**src/hbm2_pkg.sv**
```systemverilog
// shared constants for the mode 2 host bus master
package hbm2_pkg;
    localparam int ADDR_W       = 32;
    localparam int DATA_W       = 32;
    localparam int LINE_BEATS   = 4;
    localparam int BEAT_W       = 2;
    localparam logic [1:0] SIZE_LONG = 2'h0;
    localparam logic [1:0] TT_NORMAL = 2'h0;
    localparam logic [2:0] TM_FETCH  = 3'h2;
    localparam logic [2:0] TM_DATA   = 3'h1;
    localparam logic [1:0] SC_NONE   = 2'h0;
    localparam logic [1:0] SC_SNOOP  = 2'h1;
    localparam logic [1:0] ADDR_STEP = 2'h0;
    localparam logic [ADDR_W-1:0] BEAT_BYTES = 32'h0000_0004;
    // one clock between fetch flag and request, and one delay clock of the two between busy release and flag release
    localparam int FETCH_TO_ASK = 1;
    localparam int BUSY_TO_FREE = 1;
endpackage : hbm2_pkg

```
**src/host_bus_master_mode2.sv**
```systemverilog
// host bus master, bus mode 2: arbitration, transfers, burst, retry, fault
// =====================================================================
// Summary of operation
// - flag fetch, then request the bus
// - on grant and free ack, own bus
// - request one to two clocks after fetch flag
// - snoop mode: snoop bit0 follows snoopModeEn; request timing as without snoop
// - drop fetch flag 1-2 clocks after busy release
// - fetch flag held through retries until done
// - fast arbitration: acknowledge grant at once
// - drive attributes, then transfer-in-progress
// - read: start with address, size; drop next
// - write: data driven with transfer start
// - wait ack, sample error; burst refuse is not used
// - burst while beats remain, whether or not slave refuses burst
// - error with ack means retry
// - error without ack means bus fault
// - ack and more pending: start next transfer
// - last ack releases owner, busy, in-flight
// - float control, address, write data after release
`timescale 1ns/1ps
module host_bus_master_mode2 #(
    parameter int ADDR_W     = hbm2_pkg::ADDR_W,
    parameter int DATA_W     = hbm2_pkg::DATA_W,
    parameter int LINE_BEATS = hbm2_pkg::LINE_BEATS
) (
    input  wire logic              clock,
    input  wire logic              rst_n,
    // user side
    input  wire logic              reqValid,
    output logic                   reqReady,
    input  wire logic              reqWrite,
    input  wire logic              reqFetch,
    input  wire logic [ADDR_W-1:0] reqAddr,
    input  wire logic [DATA_W-1:0] reqWdata,
    input  wire logic [7:0]        reqCount,
    input  wire logic              fastArbEn,
    input  wire logic              snoopModeEn,
    output logic                   beatDone,
    output logic [DATA_W-1:0]      readData,
    output logic                   xferDone,
    output logic                   busFault,
    // host bus
    output logic                   bus_ask_n,
    input  wire logic              bus_grant_in_n,
    input  wire logic              grant_ack_in_n,
    output logic                   grant_ack_out_n,
    output logic                   grant_ack_oe,
    output logic                   owner_flag_n,
    input  wire logic              bus_occupied_in_n,
    output logic                   bus_occupied_n,
    output logic                   bus_occupied_oe,
    output logic                   opcode_read_flag_n,
    output logic                   cycle_in_flight_n,
    output logic                   cycle_begin_n,
    input  wire logic              cycle_ack_n,
    input  wire logic              cycle_error_ack_n,
    input  wire logic              burst_refuse_n,
    output logic                   read_not_write,
    output logic [1:0]             snoop_ctl,
    output logic [2:0]             xfer_modifier,
    output logic [1:0]             xfer_type,
    output logic [1:0]             xfer_size,
    output logic [ADDR_W-1:0]      addr_out,
    output logic                   ctrl_oe,
    output logic [DATA_W-1:0]      wdata_out,
    output logic                   wdata_oe
);
    // =================================================================
    // state
    typedef enum {IDLE, FLAG, ASK, GRANT, ATTR, START, WAIT, DONE} state_e;
    state_e state_q, state_d;

    logic              write_q;
    logic              fetch_q;
    logic [ADDR_W-1:0] addr_q;
    logic [DATA_W-1:0] wdata_q;
    logic [7:0]        left_q;
    logic [DATA_W-1:0] rdata_q;
    logic              fault_q;
    logic              done_q;
    logic              beat_q;
    logic              flagHold_q;
    logic              busyPrev_q;

    // =================================================================
    // decode of slave answer
    wire ackSeen   = !cycle_ack_n;
    wire errSeen   = !cycle_error_ack_n;
    wire retryHit  = ackSeen && errSeen;
    wire faultHit  = errSeen && !ackSeen;
    wire goodHit   = ackSeen && !errSeen;
    wire burstOk   = burst_refuse_n;
    wire lastBeat  = (left_q == 8'h01);
    wire moreLeft  = !lastBeat;
    wire grantOk   = !bus_grant_in_n && grant_ack_in_n;
    wire flagDelayed;
    wire snoopDelayed;
    wire busyFreeDelayed;
    wire ownNow    = (state_q == ATTR) || (state_q == START) || (state_q == WAIT);

    // the fetch flag is asserted one clock ahead of the request
    hbm2_delay #(.DEPTH(hbm2_pkg::FETCH_TO_ASK)) u_flagDly (
        .clock  (clock),
        .rst_n  (rst_n),
        .inBit  (state_q == FLAG),
        .outBit (flagDelayed)
    );

    // snoop bit0 follows snoopModeEn directly; this delayed FLAG in snoop mode does not move the request
    hbm2_delay #(.DEPTH(hbm2_pkg::FETCH_TO_ASK)) u_snpDly (
        .clock  (clock),
        .rst_n  (rst_n),
        .inBit  (snoopModeEn && (state_q == FLAG)),
        .outBit (snoopDelayed)
    );

    // busy returning high frees the fetch flag two clocks later
    hbm2_delay #(.DEPTH(hbm2_pkg::BUSY_TO_FREE)) u_busyDly (
        .clock  (clock),
        .rst_n  (rst_n),
        .inBit  (!busyPrev_q && bus_occupied_in_n),
        .outBit (busyFreeDelayed)
    );

    // =================================================================
    // next state
    always_comb
    begin
        state_d = state_q;
        case (state_q)
            IDLE:  if (reqValid) state_d = FLAG;
            FLAG:  state_d = ASK;
            ASK:
            begin
                if (flagDelayed || snoopDelayed || (state_q == ASK))
                    state_d = GRANT;
            end
            GRANT:
            begin
                if (grantOk || (fastArbEn && !bus_grant_in_n))
                    state_d = ATTR;
            end
            ATTR:  state_d = START;
            START: state_d = WAIT;
            WAIT:
            begin
                if (faultHit)
                    state_d = DONE;
                else if (retryHit)
                    state_d = START;
                else if (goodHit && moreLeft)
                    state_d = START;
                else if (goodHit)
                    state_d = DONE;
            end
            DONE:  state_d = IDLE;
            default: state_d = IDLE;
        endcase
    end

    // =================================================================
    // registers
    always_ff @(posedge clock)
    begin
        if (!rst_n)
            state_q <= IDLE;
        else
            state_q <= state_d;
    end

    always_ff @(posedge clock)
    begin
        if (!rst_n)
        begin
            write_q <= 1'b0;
            fetch_q <= 1'b0;
            addr_q  <= '0;
            wdata_q <= '0;
            left_q  <= 8'h00;
        end
        else if (state_q == IDLE && reqValid)
        begin
            write_q <= reqWrite;
            fetch_q <= reqFetch && !reqWrite;
            addr_q  <= reqAddr;
            wdata_q <= reqWdata;
            left_q  <= (reqCount == 8'h00) ? 8'h01 : reqCount;
        end
        else if (state_q == WAIT && goodHit && moreLeft)
        begin
            // burst beats step through the line; non-burst beats restart alike
            addr_q  <= addr_q + hbm2_pkg::BEAT_BYTES;
            wdata_q <= reqWdata;
            left_q  <= left_q - 8'h01;
        end
    end

    always_ff @(posedge clock)
    begin
        if (!rst_n)
        begin
            rdata_q <= '0;
            beat_q  <= 1'b0;
            done_q  <= 1'b0;
            fault_q <= 1'b0;
        end
        else
        begin
            beat_q  <= (state_q == WAIT) && goodHit;
            if ((state_q == WAIT) && goodHit && !write_q)
                rdata_q <= rdata_q;
            done_q  <= (state_q == WAIT) && goodHit && lastBeat;
            fault_q <= (state_q == WAIT) && faultHit;
        end
    end

    // flag stays low through retries; freed after busy has risen
    always_ff @(posedge clock)
    begin
        if (!rst_n)
        begin
            flagHold_q <= 1'b0;
            busyPrev_q <= 1'b1;
        end
        else
        begin
            busyPrev_q <= bus_occupied_in_n;
            // flag falls on entry to FLAG so the request trails it by a clock
            if (state_q == IDLE && reqValid && reqFetch && !reqWrite)
                flagHold_q <= 1'b1;
            else if (busyFreeDelayed && (state_q == IDLE))
                flagHold_q <= 1'b0;
        end
    end

    // =================================================================
    // outputs
    assign reqReady           = (state_q == IDLE);
    assign beatDone           = beat_q;
    assign readData           = rdata_q;
    assign xferDone           = done_q;
    assign busFault           = fault_q;
    assign opcode_read_flag_n = !flagHold_q;
    assign bus_ask_n          = !((state_q == ASK) || (state_q == GRANT));
    assign grant_ack_out_n    = !ownNow;
    assign grant_ack_oe       = ownNow;
    assign owner_flag_n       = !ownNow;
    assign bus_occupied_n     = !ownNow;
    assign bus_occupied_oe    = ownNow;
    assign cycle_in_flight_n  = !((state_q == START) || (state_q == WAIT));
    assign cycle_begin_n      = !(state_q == START);
    assign read_not_write     = !write_q;
    assign snoop_ctl          = snoopModeEn ? hbm2_pkg::SC_SNOOP : hbm2_pkg::SC_NONE;
    assign xfer_modifier      = fetch_q ? hbm2_pkg::TM_FETCH : hbm2_pkg::TM_DATA;
    assign xfer_type          = hbm2_pkg::TT_NORMAL;
    assign xfer_size          = hbm2_pkg::SIZE_LONG;
    assign addr_out           = addr_q;
    assign ctrl_oe            = ownNow;
    assign wdata_out          = wdata_q;
    assign wdata_oe           = ownNow && write_q && (state_q != ATTR);
endmodule : host_bus_master_mode2

```
**src/hbm2_delay.sv**
```systemverilog
// short shift delay used for the one-clock spacings
`timescale 1ns/1ps
module hbm2_delay #(
    parameter int DEPTH = 1
) (
    input  wire logic clock,
    input  wire logic rst_n,
    input  wire logic inBit,
    output logic      outBit
);
    logic [DEPTH-1:0] shift_q;

    // a one-deep line has no lower slice to shift from
    if (DEPTH == 1)
    begin : g_single
        always_ff @(posedge clock)
        begin
            if (!rst_n)
                shift_q <= '0;
            else
                shift_q <= inBit;
        end
    end
    else
    begin : g_multi
        always_ff @(posedge clock)
        begin
            if (!rst_n)
                shift_q <= '0;
            else
                shift_q <= {shift_q[DEPTH-2:0], inBit};
        end
    end

    assign outBit = shift_q[DEPTH-1];
endmodule : hbm2_delay

```
**config.mk**
```make
export PLATFORM = sky130hd
export DESIGN_NAME = host_bus_master_mode2
export DESIGN_NICKNAME = d
export VERILOG_FILES = /design/src/hbm2_pkg.sv /design/src/host_bus_master_mode2.sv /design/src/hbm2_delay.sv
export SDC_FILE = /design/constraint.sdc
export NUM_CORES = 1
export LEC_CHECK = 0
export CAP_MARGIN = 20
export CORE_MARGIN = 3
export CORE_UTILIZATION = 60
export DETAILED_ROUTE_END_ITERATION = 8
export DONT_BUFFER_PORTS = 1
export PLACE_DENSITY_LB_ADDON = 0.05
export SETUP_SLACK_MARGIN = 0.02
export SLEW_MARGIN = 20
export SYNTH_ARGS = -nofsm -noshare
export SYNTH_HDL_FRONTEND = slang
export SYNTH_HIERARCHICAL = 1
export SYNTH_SLANG_ARGS = --single-unit
```
**constraint.sdc**
```tcl
create_clock -name clock -period 2.2 [get_ports clock]
set_input_delay 0.22 -clock clock [delete_from_list [all_inputs] [get_ports clock]]
set_output_delay 0.22 -clock clock [all_outputs]
set_load 0.1 [all_outputs]
```
==> impl_metrics.csv <==
group,metric,value,unit
critical_path,worstRegToRegCells,8,
route,drt-total-wl,11.7,mm
sta,final_hold_viol_count,0,
synth,synth-edff-count,0,
cts,clock_sink_count,83,
power,p_leak,2.06,nW
critical_path,setup_crit_start,"state_q[1]",
floorplanning,fp.dieArea,0.00794,mm²
route,num_vias,4033,
sta,finalSetupViolations,0,
global_route,grt_overflow_total,0,
sta,final_count_of_pins_violating_max_slew,0,
critical_path,cp_data_required_time,1.98,ns
cells_and_area,antenna_cells,0,
floorplanning,die_y,89.1,µm
cells_and_area,seqCellArea,0.00170,mm²
cells_and_area,areaGrowthSynthToFinish,29.9,%
route,dr.first_iter.drc_count,197,
floorplanning,floorplan.io_pins,206,
sta,grt_setup_unrepaired,"false",
worst_hold_path,worst_hold_path.num_cells,2,
run,max-cap-violations,0,
cts,cts_made_buffers,9,
cts,cts.clk_slew.worst_paths,0.10,ns
route,route.detailed.wl_per_inst,16.7,µm
cells_and_area,final_design_area_no_fill,0.00538,mm²
power,finalPower,5.29,mW
cts,cts_post_setup_buffers_inserted,0,
critical_path,timing.setup.critical_path_class,"register to primary output",
cts,clkLatencyLatePin,0.35,ns
synth,yosysUniqueCellTypes,51,
power,power.ir.vdd_worst,0.677,mV
worst_hold_path,holdCritPathClass,"input port to register",
cells_and_area,post_layout_nonfiller_instances,704,
cts,cts_tree,"done",
placed_design,place_area,0.00478,mm²
floorplanning,number_of_placement_rows,29,
run_status,outcome,"finished, final reports clean",
cells_and_area,design.final.nets,710,
route,post-route-drc-count,0,
global_route,antenna_violations_before_repair,0,
worst_hold_path,holdCritStartpoint,"reqWdata[7]",
route,drtPass1Iterations,5,
placed_design,gp_congestion,0.881,
floorplanning,core-area,0.00653,mm²
critical_path,cp_capture_type,"primary output",
placed_design,portBuffers,0,
global_route,maximum_number_of_pins_on_one_net_before_global_route_repair,62,
critical_path,crit-reg2reg-capture,"addr_out[19]",
cts,clock_path_buffers,2,
sta,finalWorstPathRequiredPeriod,2.04,ns
synth,synth-seq-area-share,40.1,%
synth,synth_ff_type,"sky130_fd_sc_hd__dfxtp_1",
critical_path,crit_path_max_fanout,8,
route,antenna_left,0,
synth,syn-instance-count,515,
placed_design,dp_cells,650,
power,pwr_density_cell,982,mW/mm²
sta,max_freq,490,MHz
synth,syn_area,0.00415,mm²
cells_and_area,fill_cells,426,
critical_path,worstSetupStartpointType,"register",
placed_design,dp.final_hpwl,7.49,mm
sta,max_slew_margin,44.9,%
cts,h-tree-depth,3,
worst_hold_path,hold_end,"wdata_out[7]",
floorplanning,dieWidth,89.1,µm
global_route,global_route_wire_length_before_repair,17.8,mm
cells_and_area,multiInputGateArea,0.00216,mm²
cells_and_area,final_layout_size_suffix_gt1_share,25.4,%
global_route,grt.total_usage,28.6,%
synth,ys_ff_latch,83,
sta,finalCritPeriodShare,92.8,%
route,vias_per_cell,5.73,
synth,ys_warn_count,6,
floorplanning,initial_utilization,63.5,%
critical_path,rr_startpoint,"left_q[1]",
synth,async_reset_ff_share,0,%
global_route,first_global_vias,3744,
critical_path,worst-r2r-setup-slack,0.17,ns
cts,cts-root-buf,"sky130_fd_sc_hd__clkbuf_8",
synth,syn_area_per_cell,8.05,µm²
sta,worst_slew_pin_slew,0.826,ns
sta,clock_skew,0.00989,ns
critical_path,worst-endpoint-arrival,1.82,ns
==> power by group <==
group	switching [mW]	internal [mW]	leakage, nW	total (mW)
Combinational	1.87	0.482	1.27	2.35
Sequential	0.109	1.68	0.691	1.79
Clock	0.607	0.546	0.103	1.15
Total	2.58	2.70	2.06	5.29
==> registers in the layout (all words and copies together), names as in the netlist <==
register and count:
write_q 1, wdata_out 32, xferDone 1, flagHold_q 1, state_q 3, beatDone 1
busyPrev_q 1, u_busyDly/outBit 1, addr_out 32, fetch_q 1, busFault 1, left_q 8
==> placed cells by master (no fill, tap or decap), types with 4 or more instances in the layout <==
cell type | netlist | layout
sky130_fd_sc_hd__nand2_1 | 91 | 89
sky130_fd_sc_hd__buf_4 | 45 | 89
sky130_fd_sc_hd__a21oi_1 | 70 | 70
sky130_fd_sc_hd__dfxtp_1 | 83 | 61
sky130_fd_sc_hd__conb_1 | 1 | 38
sky130_fd_sc_hd__dlygate4sd3_1 | 0 | 38
sky130_fd_sc_hd__o21ai_0 | 35 | 34
sky130_fd_sc_hd__xnor2_1 | 27 | 27
sky130_fd_sc_hd__dfxtp_2 | 0 | 18
sky130_fd_sc_hd__nor3_1 | 18 | 17
sky130_fd_sc_hd__nand3_1 | 14 | 14
sky130_fd_sc_hd__inv_1 | 13 | 12
sky130_fd_sc_hd__nor2_1 | 12 | 10
sky130_fd_sc_hd__nor4_1 | 10 | 9
sky130_fd_sc_hd__clkbuf_8 | 0 | 9
sky130_fd_sc_hd__nand4_1 | 6 | 6
sky130_fd_sc_hd__buf_12 | 0 | 6
sky130_fd_sc_hd__nor4_2 | 4 | 5
sky130_fd_sc_hd__xor2_1 | 4 | 4
sky130_fd_sc_hd__and4_1 | 4 | 4
sky130_fd_sc_hd__dfxtp_4 | 0 | 4
==> how the worst max path moves through the flow <==
stage                     slack, ns  cells after the start            to
final                          0.16                      5  owner_flag_n
after global routing           0.02                      8  addr_out[31]
after CTS                      0.11                      8  addr_out[11]
after detailed placement       0.15                      8  addr_out[11]
after global placement         0.19                      8  addr_out[11]
after floorplan               -0.06                      4      wdata_oe
==> synth_stat cells (all sizes together), types with 2 or more instances <==
cell type / number / area share [%]
xor2: 4 / 0.85
nand4: 7 / 1.2
and4: 4 / 0.85
xnor2: 27 / 5.7
and2: 2 / 0.30
o21ai: 35 / 4.2
nor2b: 2 / 0.30
nor2: 12 / 1.1
nor4: 14 / 2.7
or2: 2 / 0.30
clkbuf: 23 / 2.1
nand3: 14 / 1.7
buf: 51 / 9.1
nor3: 18 / 2.2
dfxtp: 83 / 40
ha: 3 / 0.91
nand2: 91 / 8.2
a311oi: 3 / 0.63
nor3b: 2 / 0.36
or3: 3 / 0.45
a211oi: 2 / 0.48
a21oi: 70 / 8.5
nand2b: 2 / 0.30
or4: 4 / 0.91
a31oi: 3 / 0.45
o41ai: 3 / 0.63
inv: 14 / 1.3
o2111ai: 2 / 0.85
o211ai: 3 / 0.88
==> what timing repair did <==
action | in CTS | in global routing
setup endpoints to repair | 0 | 42
hold buffers | 38 | 0
hold endpoints to repair | 56 | 0
gates resized for setup | 0 | 4
==> layout make-up <==
type	count	area share, %
clock buffer	9	2.30
clock inverter	7	1.51
inverter	14	1.05
multi-input combinational	381	40.1
sequential	83	31.6
tap	77	1.79
timing repair buffer	133	21.7
==> per-stage QoR <==
| step | util [%] | setup TNS [ns] | hold slack [ns] | setup WS, ns |
|---|---|---|---|---|
| final | 82.4 | 0 | 0.0190 | 0.158 |
| after global routing | 82.4 | 0 | 0.00386 | 0.0171 |
| after CTS | 82.1 | 0 | 0.00114 | 0.113 |
| after detailed placement | 73.1 | 0 | 0.300 | 0.146 |
| after global placement | 73.1 | 0 | 0.301 | 0.189 |
| after floorplan | - | -0.0790 | 0.297 | -0.0559 |
==> cells by family (layout without fill, tap and decap cells) <==
logic type,Yosys count,after routing,synth area share [%]
AND/OR/NAND/NOR,183,183,22.2
adder cells (fa/ha/maj),3,3,0.906
other,1,38,0.0905
buffers and inverters,88,163,12.5
XOR/XNOR,31,31,6.55
flip-flops,83,83,40.1
AO/OA/AOI/OAI,126,126,17.6
==> worst max-delay path, cell delays in order, from the launching register on <==
cell and delay (ns):
sky130_fd_sc_hd__dfxtp_1 0.38, sky130_fd_sc_hd__buf_4 0.19, sky130_fd_sc_hd__nand2_1 0.08, sky130_fd_sc_hd__and2_4 0.37, sky130_fd_sc_hd__clkinvlp_4 0.20, sky130_fd_sc_hd__buf_12 0.26
==> metal layers <==
| metal | global-route usage, % | share of wire (%) | vias to the layer above |
|---|---|---|---|
| li1 | - | - | 1921 |
| met1 | 34.9 | 39 | 1850 |
| met2 | 46.0 | 48 | 216 |
| met3 | 7.65 | 9.2 | 46 |
| met4 | 15.2 | 3.8 | 0 |
| met5 | 0 | 0 | - |
Power figures use the tool's default switching activity.
